[src/include/swdc_pkg.sv]
package swdc_pkg;

	// Greatest common divisor, used only at elaboration
	function automatic int swdc_gcd(input int a, input int b);
		int x;
		int y;
		int t;
		x = a;
		y = b;
		for (int i = 0; i < 64; i++) begin
			if (y != 0) begin
				t = y;
				y = x % y;
				x = t;
			end
		end
		return x;
	endfunction

	// Stream geometry: bytes per beat, width ratios and field widths
	localparam int SWDC_IN_BYTES      = 4;
	localparam int SWDC_OUT_BYTES     = 6;
	localparam int SWDC_LCM_BYTES     = SWDC_IN_BYTES * SWDC_OUT_BYTES
	                                    / swdc_gcd(SWDC_IN_BYTES, SWDC_OUT_BYTES);
	localparam int SWDC_UP_RATIO      = SWDC_LCM_BYTES / SWDC_IN_BYTES;
	localparam int SWDC_DN_RATIO      = SWDC_LCM_BYTES / SWDC_OUT_BYTES;
	localparam int SWDC_BYTE_W        = 8;
	localparam int SWDC_USER_PER_BYTE = 1;
	localparam int SWDC_ID_W          = 4;
	localparam int SWDC_DEST_W        = 4;

	// Derived bus widths
	localparam int SWDC_IN_W    = SWDC_IN_BYTES * SWDC_BYTE_W;
	localparam int SWDC_OUT_W   = SWDC_OUT_BYTES * SWDC_BYTE_W;
	localparam int SWDC_LCM_W   = SWDC_LCM_BYTES * SWDC_BYTE_W;
	localparam int SWDC_IN_UW   = SWDC_IN_BYTES * SWDC_USER_PER_BYTE;
	localparam int SWDC_OUT_UW  = SWDC_OUT_BYTES * SWDC_USER_PER_BYTE;
	localparam int SWDC_LCM_UW  = SWDC_LCM_BYTES * SWDC_USER_PER_BYTE;
	localparam int SWDC_UPC_W   = (SWDC_UP_RATIO > 2) ? $clog2(SWDC_UP_RATIO) : 1;
	localparam int SWDC_DNC_W   = (SWDC_DN_RATIO > 2) ? $clog2(SWDC_DN_RATIO) : 1;

	// Last slot indices
	localparam logic [SWDC_UPC_W-1:0] SWDC_UP_LAST = SWDC_UPC_W'(SWDC_UP_RATIO - 1);
	localparam logic [SWDC_DNC_W-1:0] SWDC_DN_LAST = SWDC_DNC_W'(SWDC_DN_RATIO - 1);

endpackage

[src/core/swdc_downsizer.sv]
`timescale 1ns/1ps
`default_nettype none

module swdc_downsizer
	import swdc_pkg::*;
(
	input  wire logic                     sys_clk_in,
	input  wire logic                     reset_in,
	input  wire logic                     clk_en_in,
	input  wire logic                     in_tvalid_in,
	output var  logic                     in_tready_out,
	input  wire logic [SWDC_LCM_W-1:0]    in_tdata_in,
	input  wire logic [SWDC_LCM_BYTES-1:0] in_tstrb_in,
	input  wire logic [SWDC_LCM_BYTES-1:0] in_tkeep_in,
	input  wire logic [SWDC_LCM_UW-1:0]   in_tuser_in,
	input  wire logic                     in_tlast_in,
	input  wire logic [SWDC_ID_W-1:0]     in_tid_in,
	input  wire logic [SWDC_DEST_W-1:0]   in_tdest_in,
	output var  logic                     m_tvalid_out,
	input  wire logic                     m_tready_in,
	output var  logic [SWDC_OUT_W-1:0]    m_tdata_out,
	output var  logic [SWDC_OUT_BYTES-1:0] m_tstrb_out,
	output var  logic [SWDC_OUT_BYTES-1:0] m_tkeep_out,
	output var  logic [SWDC_OUT_UW-1:0]   m_tuser_out,
	output var  logic                     m_tlast_out,
	output var  logic [SWDC_ID_W-1:0]     m_tid_out,
	output var  logic [SWDC_DEST_W-1:0]   m_tdest_out
);

	logic [SWDC_LCM_W-1:0]     buf_data_q, buf_data_d;
	logic [SWDC_LCM_BYTES-1:0] buf_strb_q, buf_strb_d;
	logic [SWDC_LCM_BYTES-1:0] buf_keep_q, buf_keep_d;
	logic [SWDC_LCM_UW-1:0]    buf_user_q, buf_user_d;
	logic                      buf_last_q, buf_last_d;
	logic [SWDC_ID_W-1:0]      buf_id_q, buf_id_d;
	logic [SWDC_DEST_W-1:0]    buf_dest_q, buf_dest_d;
	logic                      buf_valid_q, buf_valid_d;
	logic [SWDC_DNC_W-1:0]     pos_q, pos_d;
	logic                      ready_q, ready_d;
	logic                      valid_q, valid_d;
	logic [SWDC_OUT_W-1:0]     data_q, data_d;
	logic [SWDC_OUT_BYTES-1:0] strb_q, strb_d;
	logic [SWDC_OUT_BYTES-1:0] keep_q, keep_d;
	logic [SWDC_OUT_UW-1:0]    user_q, user_d;
	logic                      last_q, last_d;
	logic [SWDC_ID_W-1:0]      id_q, id_d;
	logic [SWDC_DEST_W-1:0]    dest_q, dest_d;

	// Slice the held wide beat, lowest lanes first, one narrow beat per free output slot
	always_comb begin
		buf_data_d  = buf_data_q;
		buf_strb_d  = buf_strb_q;
		buf_keep_d  = buf_keep_q;
		buf_user_d  = buf_user_q;
		buf_last_d  = buf_last_q;
		buf_id_d    = buf_id_q;
		buf_dest_d  = buf_dest_q;
		buf_valid_d = buf_valid_q;
		pos_d       = pos_q;
		valid_d     = valid_q;
		data_d      = data_q;
		strb_d      = strb_q;
		keep_d      = keep_q;
		user_d      = user_q;
		last_d      = last_q;
		id_d        = id_q;
		dest_d      = dest_q;
		if (valid_q && m_tready_in) begin
			valid_d = 1'b0;
		end
		if (buf_valid_q && !valid_d) begin
			data_d  = buf_data_q[pos_q * SWDC_OUT_W +: SWDC_OUT_W];
			strb_d  = buf_strb_q[pos_q * SWDC_OUT_BYTES +: SWDC_OUT_BYTES];
			keep_d  = buf_keep_q[pos_q * SWDC_OUT_BYTES +: SWDC_OUT_BYTES];
			user_d  = buf_user_q[pos_q * SWDC_OUT_UW +: SWDC_OUT_UW];
			last_d  = buf_last_q && (pos_q == SWDC_DN_LAST);
			id_d    = buf_id_q;
			dest_d  = buf_dest_q;
			valid_d = 1'b1;
			if (pos_q == SWDC_DN_LAST) begin
				buf_valid_d = 1'b0;
				pos_d       = '0;
			end else begin
				pos_d = pos_q + 1'b1;
			end
		end
		// Ready is only high while the holding register is empty, so no clash above
		if (ready_q && in_tvalid_in) begin
			buf_data_d  = in_tdata_in;
			buf_strb_d  = in_tstrb_in;
			buf_keep_d  = in_tkeep_in;
			buf_user_d  = in_tuser_in;
			buf_last_d  = in_tlast_in;
			buf_id_d    = in_tid_in;
			buf_dest_d  = in_tdest_in;
			buf_valid_d = 1'b1;
			pos_d       = '0;
		end
		ready_d = !buf_valid_d;
	end

	// Registers; the enable freezes everything
	always_ff @(posedge sys_clk_in or posedge reset_in) begin
		if (reset_in) begin
			buf_data_q  <= '0;
			buf_strb_q  <= '0;
			buf_keep_q  <= '0;
			buf_user_q  <= '0;
			buf_last_q  <= 1'b0;
			buf_id_q    <= '0;
			buf_dest_q  <= '0;
			buf_valid_q <= 1'b0;
			pos_q       <= '0;
			ready_q     <= 1'b0;
			valid_q     <= 1'b0;
			data_q      <= '0;
			strb_q      <= '0;
			keep_q      <= '0;
			user_q      <= '0;
			last_q      <= 1'b0;
			id_q        <= '0;
			dest_q      <= '0;
		end else if (clk_en_in) begin
			buf_data_q  <= buf_data_d;
			buf_strb_q  <= buf_strb_d;
			buf_keep_q  <= buf_keep_d;
			buf_user_q  <= buf_user_d;
			buf_last_q  <= buf_last_d;
			buf_id_q    <= buf_id_d;
			buf_dest_q  <= buf_dest_d;
			buf_valid_q <= buf_valid_d;
			pos_q       <= pos_d;
			ready_q     <= ready_d;
			valid_q     <= valid_d;
			data_q      <= data_d;
			strb_q      <= strb_d;
			keep_q      <= keep_d;
			user_q      <= user_d;
			last_q      <= last_d;
			id_q        <= id_d;
			dest_q      <= dest_d;
		end
	end

	assign in_tready_out = ready_q;
	assign m_tvalid_out  = valid_q;
	assign m_tdata_out   = data_q;
	assign m_tstrb_out   = strb_q;
	assign m_tkeep_out   = keep_q;
	assign m_tuser_out   = user_q;
	assign m_tlast_out   = last_q;
	assign m_tid_out     = id_q;
	assign m_tdest_out   = dest_q;

endmodule

`default_nettype wire

[src/core/swdc_converter.sv]
`timescale 1ns/1ps
`default_nettype none

// What this block does
// - User bits per byte equal both sides
// - User bits follow their bytes, uninterpreted
// - Merge only same ID/dest, last only final
// - Flush partial beat on last or ID change
// - Unfilled lanes are null, keep low
// - Odd ratios: up to LCM, then down
// - Whole up ratio done in one stage
// - Whole down ratio done in one stage
// - Up stage: 1-256 in, 2-512 out bytes
// - Up stage latency at least 2 plus N
// - Down stage: 2-512 in, 256-1 out bytes
// - Down stage latency at least two cycles
// - Strobe and keep one bit per byte
// - Sidebands always present, configurable widths
// - One clock, reset, clock enable
module swdc_converter
	import swdc_pkg::*;
(
	input  wire logic                      sys_clk_in,
	input  wire logic                      reset_in,
	input  wire logic                      clk_en_in,
	input  wire logic                      s_tvalid_in,
	output var  logic                      s_tready_out,
	input  wire logic [SWDC_IN_W-1:0]      s_tdata_in,
	input  wire logic [SWDC_IN_BYTES-1:0]  s_tstrb_in,
	input  wire logic [SWDC_IN_BYTES-1:0]  s_tkeep_in,
	input  wire logic [SWDC_IN_UW-1:0]     s_tuser_in,
	input  wire logic                      s_tlast_in,
	input  wire logic [SWDC_ID_W-1:0]      s_tid_in,
	input  wire logic [SWDC_DEST_W-1:0]    s_tdest_in,
	output var  logic                      m_tvalid_out,
	input  wire logic                      m_tready_in,
	output var  logic [SWDC_OUT_W-1:0]     m_tdata_out,
	output var  logic [SWDC_OUT_BYTES-1:0] m_tstrb_out,
	output var  logic [SWDC_OUT_BYTES-1:0] m_tkeep_out,
	output var  logic [SWDC_OUT_UW-1:0]    m_tuser_out,
	output var  logic                      m_tlast_out,
	output var  logic [SWDC_ID_W-1:0]      m_tid_out,
	output var  logic [SWDC_DEST_W-1:0]    m_tdest_out
);

	// Gathering register of the up stage
	logic [SWDC_LCM_W-1:0]     acc_data_q, acc_data_d;
	logic [SWDC_LCM_BYTES-1:0] acc_strb_q, acc_strb_d;
	logic [SWDC_LCM_BYTES-1:0] acc_keep_q, acc_keep_d;
	logic [SWDC_LCM_UW-1:0]    acc_user_q, acc_user_d;
	logic [SWDC_ID_W-1:0]      acc_id_q, acc_id_d;
	logic [SWDC_DEST_W-1:0]    acc_dest_q, acc_dest_d;
	logic [SWDC_UPC_W-1:0]     acc_cnt_q, acc_cnt_d;
	logic                      acc_busy_q, acc_busy_d;
	logic                      acc_flush_q, acc_flush_d;
	// Wide beat handed to the down stage
	logic                      up_valid_q, up_valid_d;
	logic [SWDC_LCM_W-1:0]     up_data_q, up_data_d;
	logic [SWDC_LCM_BYTES-1:0] up_strb_q, up_strb_d;
	logic [SWDC_LCM_BYTES-1:0] up_keep_q, up_keep_d;
	logic [SWDC_LCM_UW-1:0]    up_user_q, up_user_d;
	logic                      up_last_q, up_last_d;
	logic [SWDC_ID_W-1:0]      up_id_q, up_id_d;
	logic [SWDC_DEST_W-1:0]    up_dest_q, up_dest_d;
	logic                      s_ready_q, s_ready_d;
	logic                      dn_ready;
	// Working copies of the gathered beat with the new narrow beat merged in
	logic [SWDC_LCM_W-1:0]     mrg_data;
	logic [SWDC_LCM_BYTES-1:0] mrg_strb;
	logic [SWDC_LCM_BYTES-1:0] mrg_keep;
	logic [SWDC_LCM_UW-1:0]    mrg_user;
	logic [SWDC_UPC_W-1:0]     slot;
	logic                      accept;
	logic                      new_stream;

	// Up stage: place narrow beats into successive lane groups of the wide beat
	always_comb begin
		acc_data_d  = acc_data_q;
		acc_strb_d  = acc_strb_q;
		acc_keep_d  = acc_keep_q;
		acc_user_d  = acc_user_q;
		acc_id_d    = acc_id_q;
		acc_dest_d  = acc_dest_q;
		acc_cnt_d   = acc_cnt_q;
		acc_busy_d  = acc_busy_q;
		acc_flush_d = acc_flush_q;
		up_valid_d  = up_valid_q;
		up_data_d   = up_data_q;
		up_strb_d   = up_strb_q;
		up_keep_d   = up_keep_q;
		up_user_d   = up_user_q;
		up_last_d   = up_last_q;
		up_id_d     = up_id_q;
		up_dest_d   = up_dest_q;
		accept      = s_ready_q && s_tvalid_in;
		new_stream  = acc_busy_q && ((acc_id_q != s_tid_in) || (acc_dest_q != s_tdest_in));
		// Fresh gathers start from null lanes so unfilled lanes leave with keep low
		mrg_data    = acc_busy_q && !new_stream ? acc_data_q : '0;
		mrg_strb    = acc_busy_q && !new_stream ? acc_strb_q : '0;
		mrg_keep    = acc_busy_q && !new_stream ? acc_keep_q : '0;
		mrg_user    = acc_busy_q && !new_stream ? acc_user_q : '0;
		slot        = acc_busy_q && !new_stream ? acc_cnt_q : '0;
		mrg_data[slot * SWDC_IN_W +: SWDC_IN_W]         = s_tdata_in;
		mrg_strb[slot * SWDC_IN_BYTES +: SWDC_IN_BYTES] = s_tstrb_in;
		mrg_keep[slot * SWDC_IN_BYTES +: SWDC_IN_BYTES] = s_tkeep_in;
		mrg_user[slot * SWDC_IN_UW +: SWDC_IN_UW]       = s_tuser_in;
		if (up_valid_q && dn_ready) begin
			up_valid_d = 1'b0;
		end
		if (acc_flush_q && !up_valid_d) begin
			// A last beat opened a new gather while the old one was leaving
			up_data_d   = acc_data_q;
			up_strb_d   = acc_strb_q;
			up_keep_d   = acc_keep_q;
			up_user_d   = acc_user_q;
			up_id_d     = acc_id_q;
			up_dest_d   = acc_dest_q;
			up_last_d   = 1'b1;
			up_valid_d  = 1'b1;
			acc_busy_d  = 1'b0;
			acc_flush_d = 1'b0;
			acc_cnt_d   = '0;
		end else if (accept && new_stream) begin
			// ID or dest changed: ship the partial beat, start over with this one
			up_data_d   = acc_data_q;
			up_strb_d   = acc_strb_q;
			up_keep_d   = acc_keep_q;
			up_user_d   = acc_user_q;
			up_id_d     = acc_id_q;
			up_dest_d   = acc_dest_q;
			up_last_d   = 1'b0;
			up_valid_d  = 1'b1;
			acc_data_d  = mrg_data;
			acc_strb_d  = mrg_strb;
			acc_keep_d  = mrg_keep;
			acc_user_d  = mrg_user;
			acc_id_d    = s_tid_in;
			acc_dest_d  = s_tdest_in;
			acc_cnt_d   = SWDC_UPC_W'(1);
			acc_busy_d  = 1'b1;
			acc_flush_d = s_tlast_in;
		end else if (accept && (s_tlast_in || slot == SWDC_UP_LAST)) begin
			up_data_d   = mrg_data;
			up_strb_d   = mrg_strb;
			up_keep_d   = mrg_keep;
			up_user_d   = mrg_user;
			up_id_d     = s_tid_in;
			up_dest_d   = s_tdest_in;
			up_last_d   = s_tlast_in;
			up_valid_d  = 1'b1;
			acc_busy_d  = 1'b0;
			acc_cnt_d   = '0;
		end else if (accept) begin
			acc_data_d  = mrg_data;
			acc_strb_d  = mrg_strb;
			acc_keep_d  = mrg_keep;
			acc_user_d  = mrg_user;
			acc_id_d    = s_tid_in;
			acc_dest_d  = s_tdest_in;
			acc_cnt_d   = slot + 1'b1;
			acc_busy_d  = 1'b1;
		end
		// Registered ready costs a bubble per wide beat but keeps the port a flop
		s_ready_d = !up_valid_d && !acc_flush_d;
	end

	// Up stage registers
	always_ff @(posedge sys_clk_in or posedge reset_in) begin
		if (reset_in) begin
			acc_data_q  <= '0;
			acc_strb_q  <= '0;
			acc_keep_q  <= '0;
			acc_user_q  <= '0;
			acc_id_q    <= '0;
			acc_dest_q  <= '0;
			acc_cnt_q   <= '0;
			acc_busy_q  <= 1'b0;
			acc_flush_q <= 1'b0;
			up_valid_q  <= 1'b0;
			up_data_q   <= '0;
			up_strb_q   <= '0;
			up_keep_q   <= '0;
			up_user_q   <= '0;
			up_last_q   <= 1'b0;
			up_id_q     <= '0;
			up_dest_q   <= '0;
			s_ready_q   <= 1'b0;
		end else if (clk_en_in) begin
			acc_data_q  <= acc_data_d;
			acc_strb_q  <= acc_strb_d;
			acc_keep_q  <= acc_keep_d;
			acc_user_q  <= acc_user_d;
			acc_id_q    <= acc_id_d;
			acc_dest_q  <= acc_dest_d;
			acc_cnt_q   <= acc_cnt_d;
			acc_busy_q  <= acc_busy_d;
			acc_flush_q <= acc_flush_d;
			up_valid_q  <= up_valid_d;
			up_data_q   <= up_data_d;
			up_strb_q   <= up_strb_d;
			up_keep_q   <= up_keep_d;
			up_user_q   <= up_user_d;
			up_last_q   <= up_last_d;
			up_id_q     <= up_id_d;
			up_dest_q   <= up_dest_d;
			s_ready_q   <= s_ready_d;
		end
	end

	assign s_tready_out = s_ready_q;

	// Down stage from the common multiple width to the output width
	swdc_downsizer u_down (
		.sys_clk_in    (sys_clk_in),
		.reset_in      (reset_in),
		.clk_en_in     (clk_en_in),
		.in_tvalid_in  (up_valid_q),
		.in_tready_out (dn_ready),
		.in_tdata_in   (up_data_q),
		.in_tstrb_in   (up_strb_q),
		.in_tkeep_in   (up_keep_q),
		.in_tuser_in   (up_user_q),
		.in_tlast_in   (up_last_q),
		.in_tid_in     (up_id_q),
		.in_tdest_in   (up_dest_q),
		.m_tvalid_out  (m_tvalid_out),
		.m_tready_in   (m_tready_in),
		.m_tdata_out   (m_tdata_out),
		.m_tstrb_out   (m_tstrb_out),
		.m_tkeep_out   (m_tkeep_out),
		.m_tuser_out   (m_tuser_out),
		.m_tlast_out   (m_tlast_out),
		.m_tid_out     (m_tid_out),
		.m_tdest_out   (m_tdest_out)
	);

endmodule

`default_nettype wire

[config.mk]
export PLATFORM = sky130hd
export DESIGN_NAME = swdc_converter
export DESIGN_NICKNAME = d
export VERILOG_FILES = /design/src/include/swdc_pkg.sv /design/src/core/swdc_downsizer.sv /design/src/core/swdc_converter.sv
export SDC_FILE = /design/constraint.sdc
export NUM_CORES = 1
export LEC_CHECK = 0
export BUFFER_PORTS_ARGS = -buffer_cell sky130_fd_sc_hd__buf_2
export CORE_MARGIN = 4
export CORE_UTILIZATION = 60
export DETAILED_ROUTE_END_ITERATION = 8
export PLACE_DENSITY = 0.76
export RECOVER_POWER = 25
export SETUP_SLACK_MARGIN = 0.3
export SLEW_MARGIN = 20
export SYNTH_ARGS = -nofsm -noshare
export SYNTH_HDL_FRONTEND = slang
export SYNTH_HIERARCHICAL = 1
export SYNTH_SLANG_ARGS = --single-unit
export TNS_END_PERCENT = 5
[constraint.sdc]
create_clock -name sys_clk_in -period 13.6 [get_ports sys_clk_in]
set_clock_uncertainty 0.15 [all_clocks]
set_input_delay 2.04 -clock sys_clk_in [delete_from_list [all_inputs] [get_ports sys_clk_in]]
set_output_delay 2.04 -clock sys_clk_in [all_outputs]
set_load 0.005 [all_outputs]
==> impl_metrics.ini <==
[status]
outcome = complete, but fails checks
violations = max-capacitance violations, max-slew violations

[cts]
hold_buffers = 0
cts_max_level = 2
clock_latency_ns = 0.58
cts_resized = 0
clkSlewWorstSetupHoldPaths_ns = 0.06
cts_tree = done
ctsRootBufferMaster = clkbuf_16
numCtsBuffers = 50
clk_path_buf_depth = 3
cts_setup_buffers = 0
clock_sinks = 507

[placed_design]
dp_hpwl_mm = 32.8
dp.cells = 2110
io_buffers = 134
gp_congestion = 0.861
placed_cell_area_um2 = 22000

[synthesis]
syn_inst = 1624
synth_edf_count = 0
yosys.area.top_type = dfrtp_1
async_reset_ff_frac = 1.00
syn_area_um2 = 21100
synth_seq_area_share = 0.601
yosysWarnings = 6
synth_cell_types = 50
syn_nets = 1685
synth_ff_type = dfrtp_1
ys_ff_latch = 507
synth_area_leaders = dfrtp_1 60%, a22o_1 5.5%, mux2_4 4.8%, mux2_2 4.8%, a21oi_1 3.7%
synth.avg_cell_area_um2 = 13.0
synth_top_area_frac = 0.601

[route]
routedWlPerCell_um = 25.7
routed_wl_mm = 56.7
drt_iter0_drc = 1269
route.detailed.drc = 0
dr.pass1.iters = 5
vias_per_cell = 6.70
vias = 14800
drtAntennaViolNets = 0

[layout]
fin_cells = 2204
nFillCells = 2436
fin_area_um2 = 23700
drive_gt1_frac = 0.231
final_nets = 1768
syn_to_final_growth_pct = 12.3

[power]
finalPower_w = 0.00474
intPower_w = 0.00319
powerDensity_nw_per_um2 = 200
p_clk_frac = 0.298
swShare = 0.327
p_leak_nw = 11.1
vdd_drop_max_mv = 0.139
combPwrFrac = 0.262
p_switching_w = 0.00155
seqPwrFrac = 0.440

[sta]
tightest_slew_ns = 6.01
fin_hold_ws_ns = 0.343
finalSetupTns_ns = 0
relSlewSlack = -3.03
setup-violations-final = 0
finalCritPeriodShare = 0.506
rsz0062_at_grt = no
max_freq_mhz = 145
drv_slew = 292
period_needed_ns = 6.88
hold_viol_final = 0

[global_route]
grt_pass1_vias = 15000
grt_use_total = 0.296
grt_start_max_net_pins = 132
grt_pass1_wl_mm = 89.7
antenna_found_initial = 2
grt_overflow_total = 0

[worst_setup_path]
worst_path_largest_cell_delay_ns = 3.28
end_kind = async pin
arrival_ns = 7.28
slowest_stage = clkinvlp_2
crit_buf_inv = 4
crit_start = reset_in
worstPathCellList = clkbuf_1, clkinvlp_2, buf_6, buf_4
reg2reg_setup_slack_ns = 8.99
cp_top_family = buffers and inverters
criticalPathCategory = primary input to async pin
cp.required_ns = 14.00
timing.rr.start = acc_dest_q[0]
startpoint_type = primary input
cp_max_fo = 131

[die]
die_area_um2 = 38200
num_rows = 68
die_h_um = 196
initial_core_util = 0.609
die_x_um = 196
core_um2 = 34600
ios = 135

[run]
maxCapViolCount = 4

[min_path]
hold_start = acc_data_q[22]
min_path_type = register to register
-- cell usage in the layout, fill, tap and decap left out, drive strengths merged, types with 2 or more instances in the layout --
cell,instances
nand4,3
nor4,2
dfrtp,507
a22o,133
a32oi,20
a22oi,88
ha,3
a21boi,2
nor2b,2
o31ai,3
or2,2
diode,2
clkinvlp,2
o21ai,31
nand2b,3
and2,47
a21oi,156
clkbuf,102
a21o,3
nand3,46
clkinv,17
a221o,68
xnor2,8
nand2,78
nor2,41
and3,2
inv,8
mux2,157
bufinv,3
nor3,2
mux2i,66
buf,132
-- cell type report --
type,count,area [µm²],area share
antenna,2,5.00,0.000211
tap,455,569,0.0240
multi-input combinational,976,7840,0.331
timing repair buffer,163,850,0.0359
clock buffer,71,1480,0.0625
clock inverter,21,210,0.00887
inverter,9,36.3,0.00153
sequential,507,12700,0.536
-- layer usage --
layer	global-route usage	part of all wire
met5	0	0
met4	0.0975	0.033
met3	0.0509	0.079
met2	0.454	0.46
met1	0.437	0.43
-- flip-flops by register name (all words and copies together) (netlist names), 48 cells and up --
| name | cells |
|---|---|
| up_data_q | 96 |
| acc_data_q | 96 |
| u_down/m_tdata_out | 48 |
| u_down/buf_data_q | 96 |
-- cell usage after synthesis, drive strengths merged, types with 31 or more instances --
cell,n
and2,47
mux2i,66
nand3,46
dfrtp,507
clkbuf,54
nand2,78
buf,78
mux2,157
nor2,41
a22oi,88
a22o,133
a221o,68
a21oi,156
o21ai,31
-- metrics by stage --
step                      setup WS (ns)  utilization
after floorplan                    3.49            -
after global placement             7.48        0.637
after detailed placement           7.35        0.637
after CTS                          7.93        0.685
after global routing               5.72        0.684
final                              6.72        0.684
-- worst paths after layout --
| kind | end | depth (start not counted) |
|---|---|---|
| setup / recovery | acc_id_q[2] | 4 |
| hold / removal | up_data_q[22] | 2 |
| setup reg to reg | up_data_q[7] | 13 |
| hold reg to reg | up_data_q[22] | 2 |
| max in group sys_clk_in | up_data_q[70] | 9 |
| min in group asynchronous | u_down/m_tdata_out[29] | 2 |
-- cells by family (layout without fill, tap and decap cells) --
| family | after synthesis | in the layout | share of synthesized area |
|---|---|---|---|
| AO/OA/AOI/OAI | 509 | 509 | 0.177 |
| adder cells (fa/ha/maj) | 3 | 3 | 0.00178 |
| buffers and inverters | 141 | 264 | 0.0325 |
| multiplexers | 223 | 223 | 0.127 |
| other | 0 | 2 | 0 |
| XOR/XNOR | 8 | 8 | 0.00474 |
| AND/OR/NAND/NOR | 233 | 233 | 0.0552 |
| flip-flops | 507 | 507 | 0.601 |
-- worst reg2reg max path, cell delays in order (launching register included) --
cell	delay, ns
dfrtp_1	0.40
xnor2_1	0.28
nand4_1	0.25
nor3_2	0.44
inv_1	0.14
ha_1	0.27
or2_2	0.35
nand2_1	0.10
a21oi_1	0.13
a21oi_4	0.15
buf_4	0.54
buf_4	0.94
a22oi_1	0.29
nand2_1	0.13
-- power groups by stage --
stage | sequential [W] | clock, W | combinational [W]
after detailed placement | 0.00210 | 0 | 0.00124
after CTS | 0.00208 | 0.00143 | 0.00125
after floorplan | 0.00205 | 0 | 0.000837
final | 0.00208 | 0.00141 | 0.00124
after global routing | 0.00213 | 0.00149 | 0.00134
after global placement | 0.00208 | 0 | 0.00121
Note: power is estimated with default switching activity, not from simulation.
